`config.mk`:
```
export PLATFORM = sky130hd
export DESIGN_NAME = spm_master
export DESIGN_NICKNAME = d
export VERILOG_FILES = /design/src/shared/spm_pkg.sv /design/src/shared/spm_pin_if.sv /design/src/verilog/spm_pin_router.sv /design/src/verilog/spm_master.sv
export VERILOG_INCLUDE_DIRS = /design/src /design/src/shared
export SDC_FILE = /design/constraint.sdc
export NUM_CORES = 1
export LEC_CHECK = 0
export BUFFER_PORTS_ARGS = -buffer_cell sky130_fd_sc_hd__clkbuf_2
export CORE_AREA = 2 2 269 271
export DETAILED_ROUTE_END_ITERATION = 10
export DIE_AREA = 0 0 271 273
export GPL_TIMING_DRIVEN = 0
export HOLD_SLACK_MARGIN = 0.12
export PLACE_DENSITY_LB_ADDON = 0.08
export SETUP_SLACK_MARGIN = 0.2
export SKIP_LAST_GASP = 1
export SLEW_MARGIN = 20
export SYNTH_ARGS = -nofsm -noshare
export SYNTH_HDL_FRONTEND = slang
export SYNTH_SLANG_ARGS = --single-unit
```
`constraint.sdc`:
```
create_clock -name i_clk -period 6.9 [get_ports i_clk]
set_input_delay 0.345 -clock i_clk [delete_from_list [all_inputs] [get_ports i_clk]]
set_output_delay 0.345 -clock i_clk [all_outputs]
set_load 0.01 [all_outputs]
```
`src/shared/spm_regs.svh`:
```
`ifndef SPM_REGS_SVH
`define SPM_REGS_SVH

`define SPM_MAX_BYTES 50
`define SPM_LINES 20
`define SPM_CLK_MHZ 50
`define SPM_HALF_UNIT_US 5
`define SPM_HALF_UNIT_CYC (`SPM_HALF_UNIT_US * `SPM_CLK_MHZ)
`define SPM_DIV_BASE 9'h101
`define SPM_DIV_ZERO_AS 9'h100
`define SPM_FULL_BITS 4'h8
`define SPM_OPT_CPOL 1
`define SPM_OPT_CPHA 0

`endif

```
`src/shared/spm_pkg.sv`:
```
package spm_pkg;
  typedef enum logic [2:0] {
    SPM_IDLE = 3'b000,
    SPM_SETUP = 3'b001,
    SPM_LEAD = 3'b010,
    SPM_XFER = 3'b011,
    SPM_TRAIL = 3'b100,
    SPM_DONE = 3'b101
  } spm_state_e;
  typedef logic [4:0] spm_line_t;
  typedef logic [7:0] spm_byte_t;
endpackage

```
`src/shared/spm_pin_if.sv`:
```
`timescale 1ns/100ps
interface spm_pin_if;
  import spm_pkg::*;
  spm_line_t select_line;
  spm_line_t clock_line;
  spm_line_t input_line;
  spm_line_t output_line;
  logic dir_load;
  logic drive;
  logic cs_auto;
  logic sck;
  logic mosi;
  logic cs;
  logic miso;
  modport engine(output select_line, clock_line, input_line, output_line, dir_load, drive,
                 cs_auto, sck, mosi, cs, input miso);
  modport router(input select_line, clock_line, input_line, output_line, dir_load, drive,
                 cs_auto, sck, mosi, cs, output miso);
endinterface

```
`src/verilog/spm_pin_router.sv`:
```
`timescale 1ns/100ps
`include "spm_regs.svh"
module spm_pin_router import spm_pkg::*; (
  input wire logic i_clk,
  input wire logic i_rst,
  input wire logic [`SPM_LINES-1:0] i_dio,
  output logic [`SPM_LINES-1:0] o_dio,
  output logic [`SPM_LINES-1:0] o_dio_oe,
  spm_pin_if.router pins
);
  function automatic logic hit(input spm_line_t line, input int idx);
    hit = (line == idx[4:0]);
  endfunction

  logic [`SPM_LINES-1:0] next_dio;
  logic [`SPM_LINES-1:0] next_oe;

  // a choice above the last line matches nothing, so such a signal goes nowhere
  assign pins.miso = (pins.input_line < `SPM_LINES) ? i_dio[pins.input_line] : 1'b0;

  ////////////////////////////////////////////////////////////////////////////////
  for (genvar g = 0; g < `SPM_LINES; g++) begin : g_line
    always_comb begin
      next_dio[g] = o_dio[g];
      next_oe[g] = o_dio_oe[g];
      if (pins.dir_load) begin
        if (hit(pins.select_line, g) || hit(pins.clock_line, g) || hit(pins.output_line, g))
          next_oe[g] = 1'b1;
        else if (hit(pins.input_line, g))
          next_oe[g] = 1'b0;
      end
      if (pins.drive) begin
        if (hit(pins.clock_line, g))
          next_dio[g] = pins.sck;
        else if (hit(pins.output_line, g))
          next_dio[g] = pins.mosi;
        else if (pins.cs_auto && hit(pins.select_line, g))
          next_dio[g] = pins.cs;
      end
    end
  end

  always_ff @(posedge i_clk or posedge i_rst) begin
    if (i_rst) begin
      o_dio <= '0;
      o_dio_oe <= '0;
    end else begin
      o_dio <= next_dio;
      o_dio_oe <= next_oe;
    end
  end
endmodule

```
`src/verilog/spm_master.sv`:
```
`timescale 1ns/100ps
`include "spm_regs.svh"
// Operation
// - with auto select, select line low for whole transfer, high after last bit
// - unless skipped, set select, clock, mosi as outputs and miso as input
// - two-bit field picks clock mode A, B, C or D from 0 to 3
// - A is 0/0, B is 0/1, C is 1/0, D is 1/1 for polarity/phase
// - idle clock sits at its polarity level
// - phase 1 samples on edge toward idle, phase 0 on edge away
// - clock at idle level before select falls and before it rises again
// - clock period is 10+10*(256-divider) us, divider 0 counts as 256
// - three-bit field sets bits of final byte, 0 meaning eight; others full
// - partial final byte sends top bits and returns sampled bits at the top
// - each of the four signals routes to its own line 0 to 19
// - a transfer carries 1 to 50 bytes; other counts are not asked for
// - full duplex, one byte read while each byte is written
module spm_master import spm_pkg::*; #(
  parameter int HALF_UNIT_CYC = `SPM_HALF_UNIT_CYC
) (
  input wire logic i_clk,
  input wire logic i_rst,
  input wire logic i_start,
  input wire logic i_auto_chip_select,
  input wire logic i_skip_direction_setup,
  input wire logic [1:0] i_clock_mode_select,
  input wire logic [7:0] i_clock_divider_setting,
  input wire logic [2:0] i_final_bits,
  input wire logic [4:0] i_select_line_choice,
  input wire logic [4:0] i_clock_line_choice,
  input wire logic [4:0] i_input_line_choice,
  input wire logic [4:0] i_output_line_choice,
  input wire logic [5:0] i_transfer_byte_count,
  input wire logic i_tx_wr,
  input wire logic [5:0] i_tx_addr,
  input wire logic [7:0] i_tx_byte,
  input wire logic [5:0] i_rx_addr,
  input wire logic [`SPM_LINES-1:0] i_dio,
  output logic [`SPM_LINES-1:0] o_dio,
  output logic [`SPM_LINES-1:0] o_dio_oe,
  output logic [7:0] o_rx_byte,
  output logic o_busy,
  output logic o_done,
  output logic [5:0] o_completed_byte_count
);
  spm_pin_if pins();

  spm_byte_t tx_mem [`SPM_MAX_BYTES];
  spm_byte_t rx_mem [`SPM_MAX_BYTES];

  spm_state_e state, next_state;
  logic [16:0] timer, next_timer, half_len, next_half_len;
  logic phase, next_phase, sck, next_sck, mosi, next_mosi, cs, next_cs;
  logic dir_load, next_dir_load, busy, next_busy, done, next_done;
  spm_byte_t tx, next_tx, rx, next_rx, rx_new, rx_wdata;
  logic [3:0] bit_cnt, next_bit_cnt, bits_this;
  logic [5:0] byte_idx, next_byte_idx, count, next_count, completed, next_completed;
  logic [1:0] mode, next_mode;
  logic auto_cs, next_auto_cs, skip, next_skip;
  logic [2:0] nbits, next_nbits;
  spm_line_t sel_l, next_sel_l, clk_l, next_clk_l, in_l, next_in_l, out_l, next_out_l;
  logic rx_we, lead, sample, last_byte;
  logic [8:0] fac;

  assign pins.select_line = sel_l;
  assign pins.clock_line = clk_l;
  assign pins.input_line = in_l;
  assign pins.output_line = out_l;
  assign pins.dir_load = dir_load;
  assign pins.drive = busy;
  assign pins.cs_auto = auto_cs;
  assign pins.sck = sck;
  assign pins.mosi = mosi;
  assign pins.cs = cs;

  spm_pin_router spm_pin_router_i (
    .i_clk(i_clk),
    .i_rst(i_rst),
    .i_dio(i_dio),
    .o_dio(o_dio),
    .o_dio_oe(o_dio_oe),
    .pins(pins)
  );

  ////////////////////////////////////////////////////////////////////////////////
  always_comb begin
    fac = (i_clock_divider_setting == 8'h00) ? `SPM_DIV_ZERO_AS : {1'b0, i_clock_divider_setting};
    last_byte = (byte_idx == count - 6'h01);
    bits_this = (last_byte && nbits != 3'h0) ? {1'b0, nbits} : `SPM_FULL_BITS;
    lead = ~phase;
    sample = (lead != mode[`SPM_OPT_CPHA]);
    rx_new = sample ? {rx[6:0], pins.miso} : rx;
    rx_wdata = rx_new << (`SPM_FULL_BITS - bits_this);
    rx_we = 1'b0;
    next_state = state;
    next_timer = timer;
    next_half_len = half_len;
    next_phase = phase;
    next_sck = sck;
    next_mosi = mosi;
    next_cs = cs;
    next_dir_load = 1'b0;
    next_busy = busy;
    next_done = 1'b0;
    next_tx = tx;
    next_rx = rx;
    next_bit_cnt = bit_cnt;
    next_byte_idx = byte_idx;
    next_count = count;
    next_completed = completed;
    next_mode = mode;
    next_auto_cs = auto_cs;
    next_skip = skip;
    next_nbits = nbits;
    next_sel_l = sel_l;
    next_clk_l = clk_l;
    next_in_l = in_l;
    next_out_l = out_l;
    case (state)
      SPM_IDLE: begin
        // out-of-range counts are dropped rather than clipped
        if (i_start && i_transfer_byte_count != 6'h00 &&
            i_transfer_byte_count <= `SPM_MAX_BYTES) begin
          next_state = SPM_SETUP;
          next_busy = 1'b1;
          next_completed = 6'h00;
          next_count = i_transfer_byte_count;
          next_mode = i_clock_mode_select;
          // new idle level is taken with the request, so set-up never shows the old one
          next_sck = i_clock_mode_select[`SPM_OPT_CPOL];
          next_auto_cs = i_auto_chip_select;
          next_skip = i_skip_direction_setup;
          next_nbits = i_final_bits;
          next_sel_l = i_select_line_choice;
          next_clk_l = i_clock_line_choice;
          next_in_l = i_input_line_choice;
          next_out_l = i_output_line_choice;
          next_half_len = 17'(HALF_UNIT_CYC * int'(`SPM_DIV_BASE - fac));
        end
      end
      SPM_SETUP: begin
        next_sck = mode[`SPM_OPT_CPOL];
        next_cs = 1'b1;
        next_dir_load = ~skip;
        next_byte_idx = 6'h00;
        next_bit_cnt = 4'h0;
        next_phase = 1'b0;
        next_timer = half_len - 17'h1;
        next_tx = tx_mem[0];
        if (!mode[`SPM_OPT_CPHA]) begin
          next_mosi = tx_mem[0][7];
          next_tx = tx_mem[0] << 1;
        end
        next_state = SPM_LEAD;
      end
      SPM_LEAD: begin
        next_cs = 1'b0;
        if (timer != 17'h0) next_timer = timer - 17'h1;
        else begin
          next_timer = half_len - 17'h1;
          next_state = SPM_XFER;
        end
      end
      SPM_XFER: begin
        if (timer != 17'h0) next_timer = timer - 17'h1;
        else begin
          next_timer = half_len - 17'h1;
          next_sck = ~sck;
          next_phase = ~phase;
          next_rx = rx_new;
          if (lead) begin
            if (mode[`SPM_OPT_CPHA]) begin
              next_mosi = tx[7];
              next_tx = tx << 1;
            end
          end else if (bit_cnt == bits_this - 4'h1) begin
            rx_we = 1'b1;
            next_bit_cnt = 4'h0;
            next_completed = byte_idx + 6'h01;
            if (last_byte) next_state = SPM_TRAIL;
            else begin
              next_byte_idx = byte_idx + 6'h01;
              next_tx = tx_mem[byte_idx + 6'h01];
              if (!mode[`SPM_OPT_CPHA]) begin
                next_mosi = tx_mem[byte_idx + 6'h01][7];
                next_tx = tx_mem[byte_idx + 6'h01] << 1;
              end
            end
          end else begin
            next_bit_cnt = bit_cnt + 4'h1;
            if (!mode[`SPM_OPT_CPHA]) begin
              next_mosi = tx[7];
              next_tx = tx << 1;
            end
          end
        end
      end
      SPM_TRAIL: begin
        // sck already back at idle here, so select rises after it
        if (timer != 17'h0) next_timer = timer - 17'h1;
        else begin
          next_cs = 1'b1;
          next_state = SPM_DONE;
        end
      end
      SPM_DONE: begin
        next_busy = 1'b0;
        next_done = 1'b1;
        next_state = SPM_IDLE;
      end
      default: next_state = SPM_IDLE;
    endcase
  end

  always_ff @(posedge i_clk or posedge i_rst) begin
    if (i_rst) begin
      state <= SPM_IDLE;
      timer <= '0;
      half_len <= '0;
      phase <= 1'b0;
      sck <= 1'b0;
      mosi <= 1'b0;
      cs <= 1'b1;
      dir_load <= 1'b0;
      busy <= 1'b0;
      done <= 1'b0;
      tx <= '0;
      rx <= '0;
      bit_cnt <= '0;
      byte_idx <= '0;
      count <= '0;
      completed <= '0;
      mode <= '0;
      auto_cs <= 1'b0;
      skip <= 1'b0;
      nbits <= '0;
      sel_l <= '0;
      clk_l <= '0;
      in_l <= '0;
      out_l <= '0;
    end else begin
      state <= next_state;
      timer <= next_timer;
      half_len <= next_half_len;
      phase <= next_phase;
      sck <= next_sck;
      mosi <= next_mosi;
      cs <= next_cs;
      dir_load <= next_dir_load;
      busy <= next_busy;
      done <= next_done;
      tx <= next_tx;
      rx <= next_rx;
      bit_cnt <= next_bit_cnt;
      byte_idx <= next_byte_idx;
      count <= next_count;
      completed <= next_completed;
      mode <= next_mode;
      auto_cs <= next_auto_cs;
      skip <= next_skip;
      nbits <= next_nbits;
      sel_l <= next_sel_l;
      clk_l <= next_clk_l;
      in_l <= next_in_l;
      out_l <= next_out_l;
    end
  end

  // memories carry no reset; contents are only meaningful after a write
  always_ff @(posedge i_clk) begin
    if (i_tx_wr && i_tx_addr < `SPM_MAX_BYTES) tx_mem[i_tx_addr] <= i_tx_byte;
    if (rx_we) rx_mem[byte_idx] <= rx_wdata;
  end

  always_ff @(posedge i_clk or posedge i_rst) begin
    if (i_rst) begin
      o_rx_byte <= '0;
      o_busy <= 1'b0;
      o_done <= 1'b0;
      o_completed_byte_count <= '0;
    end else begin
      o_rx_byte <= (i_rx_addr < `SPM_MAX_BYTES) ? rx_mem[i_rx_addr] : 8'h00;
      o_busy <= next_busy;
      o_done <= next_done;
      o_completed_byte_count <= next_completed;
    end
  end

  logic [16:0] gap;
  always_ff @(posedge i_clk or posedge i_rst) begin
    if (i_rst) gap <= '0;
    else if (sck != next_sck || state != SPM_XFER) gap <= '0;
    else gap <= gap + 17'h1;
  end
endmodule

```
# After elaboration in Yosys (flattened, before gate mapping)
# Memory sizes are Yosys's and may differ from the RTL's.
# Index checks and enable logic that the tools add are counted.
[op_classes]
addsub = 8
multipliers = 1
div_mod_pow = 0
magnitude_cmp = 5
eq_ne = 98
n_shift = 1
muxes = 169
n_bitwise = 4
reduce_logical = 173
[op_table]
columns = ["operator", "count"]
rows = [
  ["5-bit by 4-bit == test with 1-bit output, second input constant", 32],
  ["1-bit two-way mux", 125],
  ["2-bit AND reduction", 46],
  ["5-bit by 3-bit == test with 1-bit output, second input constant", 16],
  ["5-bit == test, second input constant", 16],
  ["8-bit two-way mux", 10],
  ["3-bit nonzero test", 24],
  ["17-bit case mux with 3 select lines", 1],
  ["6-bit two-way mux", 8],
  ["2-bit nonzero test", 23],
  ["5-bit by 2-bit == test with 1-bit output, second input constant", 8],
  ["1-bit logical OR", 40],
  ["17-bit two-way mux", 2],
  ["17-bit by 1-bit subtractor with 17-bit output, second input constant", 2],
  ["1-bit logical AND", 24],
  ["6-bit case mux with 2 select lines", 2],
  ["3-bit two-way mux", 7],
  ["5-bit by 1-bit == test with 1-bit output, second input constant", 4],
  ["5-bit zero test", 4],
  ["2-bit != test, second input constant", 10],
  ["17-bit nonzero test", 1],
  ["8-bit by 10-bit multiplier with 16-bit output, first input constant", 1],
  ["4-bit two-way mux", 4],
  ["8-bit case mux with 2 select lines", 1],
  ["other kinds (33)", 48],
]
[word_totals]
reg_bits = 156
latch_bits = 0
ram_bits = 800
mem_bits_ro = 0
input_bits = 85
output_inout_bits = 56
wordCells = 526
mem_count = 2
[memory_table]
columns = ["memory", "depth", "width", "rd", "rd_ports_with_merged_regs", "wr", "line_no", "text"]
rows = [
  ["rx_mem", 50, 8, 1, 0, 1, "spm_master.sv:48", "spm_byte_t rx_mem [`SPM_MAX_BYTES];"],
  ["tx_mem", 50, 8, 2, 0, 1, "spm_master.sv:47", "spm_byte_t tx_mem [`SPM_MAX_BYTES];"],
]

# Depth between registers and ports, before layout
[logic_depth]
depth_word = 12
depth_mapped = 24

# Modules after synthesis
# A second synthesis with hierarchy kept.
[hier_totals]
hier_cells = 2793
area_unflattened_um2 = 42821.1
[modules_own_cells]
columns = ["module", "n_inst", "cells_each", "area_each_um2", "seq_area_each_um2"]
rows = [
  ["spm_master", 1, 2356, 39439.1, 26927.1],
  ["spm_pin_router", 1, 437, 3382.0, 1001.0],
]

# Worst setup path before layout
# Ideal clock, no wire load.
[synth_path]
kind = "input port to flip-flop"
start = "in i_clock_divider_setting[4]"
end = "reg half_len[16]"
setup_ps = 82
t_arrival_ps = 5311
t_required_ps = 6818
setup_slack_ps = 1507
stages = 21
path_buffers = 0
path_cell_list = "nor2_1 -> nand2_1 -> nor3_1 -> nand2_1 -> nand2_1 -> ha_1 -> nand2_1 -> or3_1 -> xor2_1 -> fa_1 -> inv_1 -> fa_1 -> fa_1 -> fa_1 -> inv_1 -> ha_1 -> nand3_1 -> nor3_1 -> nor3_1 -> or4_1 -> a31oi_1"
[synth_between]
elab_chain_cells = 4
[synth_lines]
columns = ["element", "line_no", "text"]
rows = [
  ["start, declared", "spm_master.sv:26", "input wire logic [7:0] i_clock_divider_setting,"],
  ["8-bit zero test", "spm_master.sv:86", "fac = (i_clock_divider_setting == 8'h00) ? `SPM_DIV_ZERO_AS : {1'b0, i_clock_divider_setting};"],
  ["9-bit two-way mux *", "spm_master.sv:86", ""],
  ["9-bit by 9-bit subtractor with 10-bit output (no source line) *", "n/a", ""],
  ["8-bit by 10-bit multiplier with 16-bit output *", "spm_master.sv:137", "next_half_len = 17'(HALF_UNIT_CYC * int'(`SPM_DIV_BASE - fac));"],
  ["end signal, assigned", "spm_master.sv:243", "half_len <= next_half_len;"],
  ["end, declared", "spm_master.sv:51", "logic [16:0] timer, next_timer, half_len, next_half_len;"],
]
# Mark *: on every way between the ends. The rest lies on a longest branch, timed or not.
# A chain may end at the register's enable or synchronous reset.

# Final worst setup path
[layout_path]
start = "in i_clock_divider_setting[1]"
end = "reg half_len[16]"
# The elaborated chain is that of the path after synthesis.

==> flow_summary.yaml <==
routing:
  drcViolationCount: 0
  ant_nets: 0
  wl_um: 107000
  firstDrtPassIters: 6
  drt_iter0_markers: 2501
  vias: 25700
  wire_per_inst_um: 25.7
  vias_per_cell: 6.20
global_routing:
  grt_overflow_total: 0
  grt_pass1_wl_um: 162000
  grt_max_degree: 80
  first_global_vias: 26000
  track_usage_pct: 29.2
  antenna_found_initial: 0
yosys:
  synthFlopType: "edfxtp_1"
  synthTopCellsByArea: "edfxtp_1, mux4_2, dfrtp_1"
  yosys_warnings: 0
  avgSynthCellArea_um2: 15.0
  synth_nets: 2990
  synthDistinctLibCells: 81
  yosysTopAreaCellShare_pct: 56.8
  async_flop_share_pct: 16.3
  syn-instance-count: 2825
  synth-edff-count: 800
  synth_area_mm2: 0.0423
  synth_top_area_cell: "edfxtp_1"
  ys_seq_elements: 956
  yosysSeqAreaShare_pct: 66.0
timing:
  setup_viol: 0
  finalHoldViolations: 0
  finClkSkew_ns: 0.0357
  fmax_ghz: 0.168
  fin_tns_setup_ns: 0
  period_share_pct: 86.4
  max_slew_margin_pct: 28.0
  worst_pin_slew_ns: 1.08
  drv_slew: 0
  rsz0062_at_grt: "false"
  layout_min_cycle_time_ns: 5.96
status:
  status: "completed"
floorplan:
  core-area_mm2: 0.0710
  initial_core_util_pct: 59.6
  rows: 98
  die_area_mm2: 0.0740
  die-width_um: 271
  io_pins: 141
  fp.dieH_um: 273
worst_setup_path:
  path_common_cell: "fa_1"
  required_ns: 7.48
  worstPathCellList: "dlygate4sd3_1, clkbuf_2, inv_1, ha_1, nand2_1, nand2_1, ha_1, nand2_1, or3_1, xor2_1, fa_1, inv_1, fa_1, fa_1, fa_1, inv_1, ha_1, nand3_1, nor3_1, nor3_1, or4_1, a31oi_1"
  crit_slowest_cell: "xor2_1"
  endpoint_kind: "register"
  cp_max_fo: 7
  slowest_delay_ns: 0.71
  crit_type: "input port to register"
  crit_arrival_ns: 6.53
  worstSetupStartpointType: "input port"
clocking:
  postCtsSetupBuffers: 0
  cts_buffers: 98
  clock_latency_ns: 0.68
  cts_tree: "yes"
  cts_root_buf: "clkbuf_16"
  clock_sinks: 956
  h-tree-depth: 3
  clk_pin_slew_ns: 0.06
  clk_path_buf_depth: 3
placement:
  dp.cells: 3931
  gp_congestion: 0.933
  place.detailed.hpwl_um: 74500
  placed_cell_area_mm2: 0.0446
  io_buffers: 135
run:
  cap_viol_max_count: 0
layout:
  fill_cells: 4842
  design_area_mm2: 0.0483
  finalNonFillerCells: 4151
  nets: 3283
  layout-area-overhead-vs-synth_pct: 14.2
  n_antenna_cell: 0
  drive_gt1_share_pct: 19.1
power_and_ir_drop:
  peakVddDrop_v: 0.000240
  p_leak_nw: 17.5
  p_per_area_mw_per_mm2: 328
hold_path:
  min_path_type: "input port to register"
[area by class of cell]
cell class                 instances  area (um^2)  share of cell area, %
timing repair buffer             193         1370                   2.83
clock inverter                    49          603                   1.25
multi-input combinational       1617        13500                   28.0
sequential                       956        27900                   57.8
clock buffer                     134         2710                   5.61
buffer                           146          589                   1.22
tap                              950         1190                   2.46
inverter                         106          405                  0.839
[synthesized netlist by cell type (8+ instances only)]
cell type / number
a41o_1: 9
o21ai_0: 142
nand3_1: 98
and3_1: 8
buf_2: 28
o22ai_1: 14
mux2_2: 30
dfrtp_1: 155
mux4_2: 205
xnor2_1: 23
inv_1: 104
nor2b_1: 10
a21oi_1: 43
ha_1: 48
clkbuf_1: 107
o211ai_1: 8
fa_1: 32
buf_1: 10
or2_2: 10
nand3b_1: 10
a31oi_1: 8
or3_1: 13
o31ai_1: 9
a211oi_1: 23
nor3_1: 46
xor2_1: 22
nor4_1: 9
a21o_1: 10
nand2_1: 340
mux2i_1: 80
nand2b_1: 23
edfxtp_1: 800
nand4_1: 32
nor2_1: 202
[placed cells by master (no fill, tap or decap), types with 9 or more instances in the layout]
master and instances:
a211oi_1 22, a21o_1 10, a21oi_1 43, a41o_1 9
buf_2 35, bufinv_16 10, clkbuf_1 134, clkbuf_16 101
clkbuf_2 133, clkinv_1 11, clkinv_2 14, dfrtp_1 155
dlygate4sd3_1 36, edfxtp_1 800, fa_1 32, ha_1 48
inv_1 103, mux2_2 30, mux2i_1 78, mux4_2 205
nand2_1 340, nand2b_1 23, nand3_1 98, nand3b_1 10
nand4_1 32, nor2_1 201, nor2b_1 10, nor3_1 44
o21ai_0 142, o22ai_1 12, o31ai_1 9, or2_2 10
or3_1 13, xnor2_1 23, xor2_1 21
[state kept, by name, summed over array words and instances (netlist names), 6 cells and up]
signal and count:
byte_idx 6, count 6, half_len 16, o_completed_byte_count 6, o_rx_byte 8, rx 8, rx_mem 400, spm_pin_router_i.o_dio 20
spm_pin_router_i.o_dio_oe 20, timer 17, tx 8, tx_mem 400
[path summary, 6_finish.rpt]
| kind | from | to | slack (ns) | cells after the start |
|---|---|---|---|---|
| worst max-delay path | i_clock_divider_setting[1] | half_len[16] | 0.94 | 22 |
| worst min-delay path | i_rx_addr[5] | o_rx_byte[4] | 0.16 | 2 |
| worst max register to register | count[0] | rx_mem[19][5] | 1.50 | 14 |
| worst min register to register | skip | dir_load | 0.43 | 1 |
| max in group asynchronous | i_rst | half_len[5] | 5.67 | 4 |
| min in group asynchronous | i_rst | byte_idx[0] | 0.36 | 3 |
[through the flow]
stage	utilization, %	hold WS, ns	power, mW	setup slack [ns]
final	68.1	0.163	15.9	0.942
after global routing	68.1	0.157	16.5	0.620
after CTS	68.0	0.132	15.9	1.03
after detailed placement	62.8	0.434	10.5	0.740
after global placement	62.2	0.428	10.2	-1.05
after floorplan	-	0.408	9.26	1.51
[report_power, final]
part	switching, mW	internal [mW]	total, mW
Clock	2.26	3.15	5.41
Combinational	2.02	1.18	3.20
Sequential	0.314	6.95	7.26
[metal layers]
layer | global-route usage, % | vias to the layer above | part of all wire, %
met5 | 0 | - | 0
met1 | 39.1 | 13100 | 40
li1 | - | 11400 | -
met2 | 49.9 | 1003 | 51
met3 | 3.96 | 216 | 6.1
met4 | 9.99 | 0 | 3.4
[what timing repair did]
action,CTS,global route
gates resized for setup,0,0
hold endpoints to repair,114,0
hold buffers,36,0
[worst max-delay path: cells and delay by family]
| family | cells | cell delay, ns |
|---|---|---|
| xor+xnor | 1 | 0.71 |
| buf+inv | 5 | 0.92 |
| simple gates | 8 | 1.71 |
| fa+ha+maj | 7 | 2.68 |
| compound gates | 1 | 0.16 |
[logic make-up after synthesis]
logic type,after synthesis,share of synthesized area (%)
mux,315,13.6
buf+inv,252,2.33
flops,956,66.0
xor+xnor,45,0.931
fa+ha+maj,80,2.93
compound gates,345,5.29
simple gates,832,8.93
Note: power is estimated with default switching activity, not from simulation.
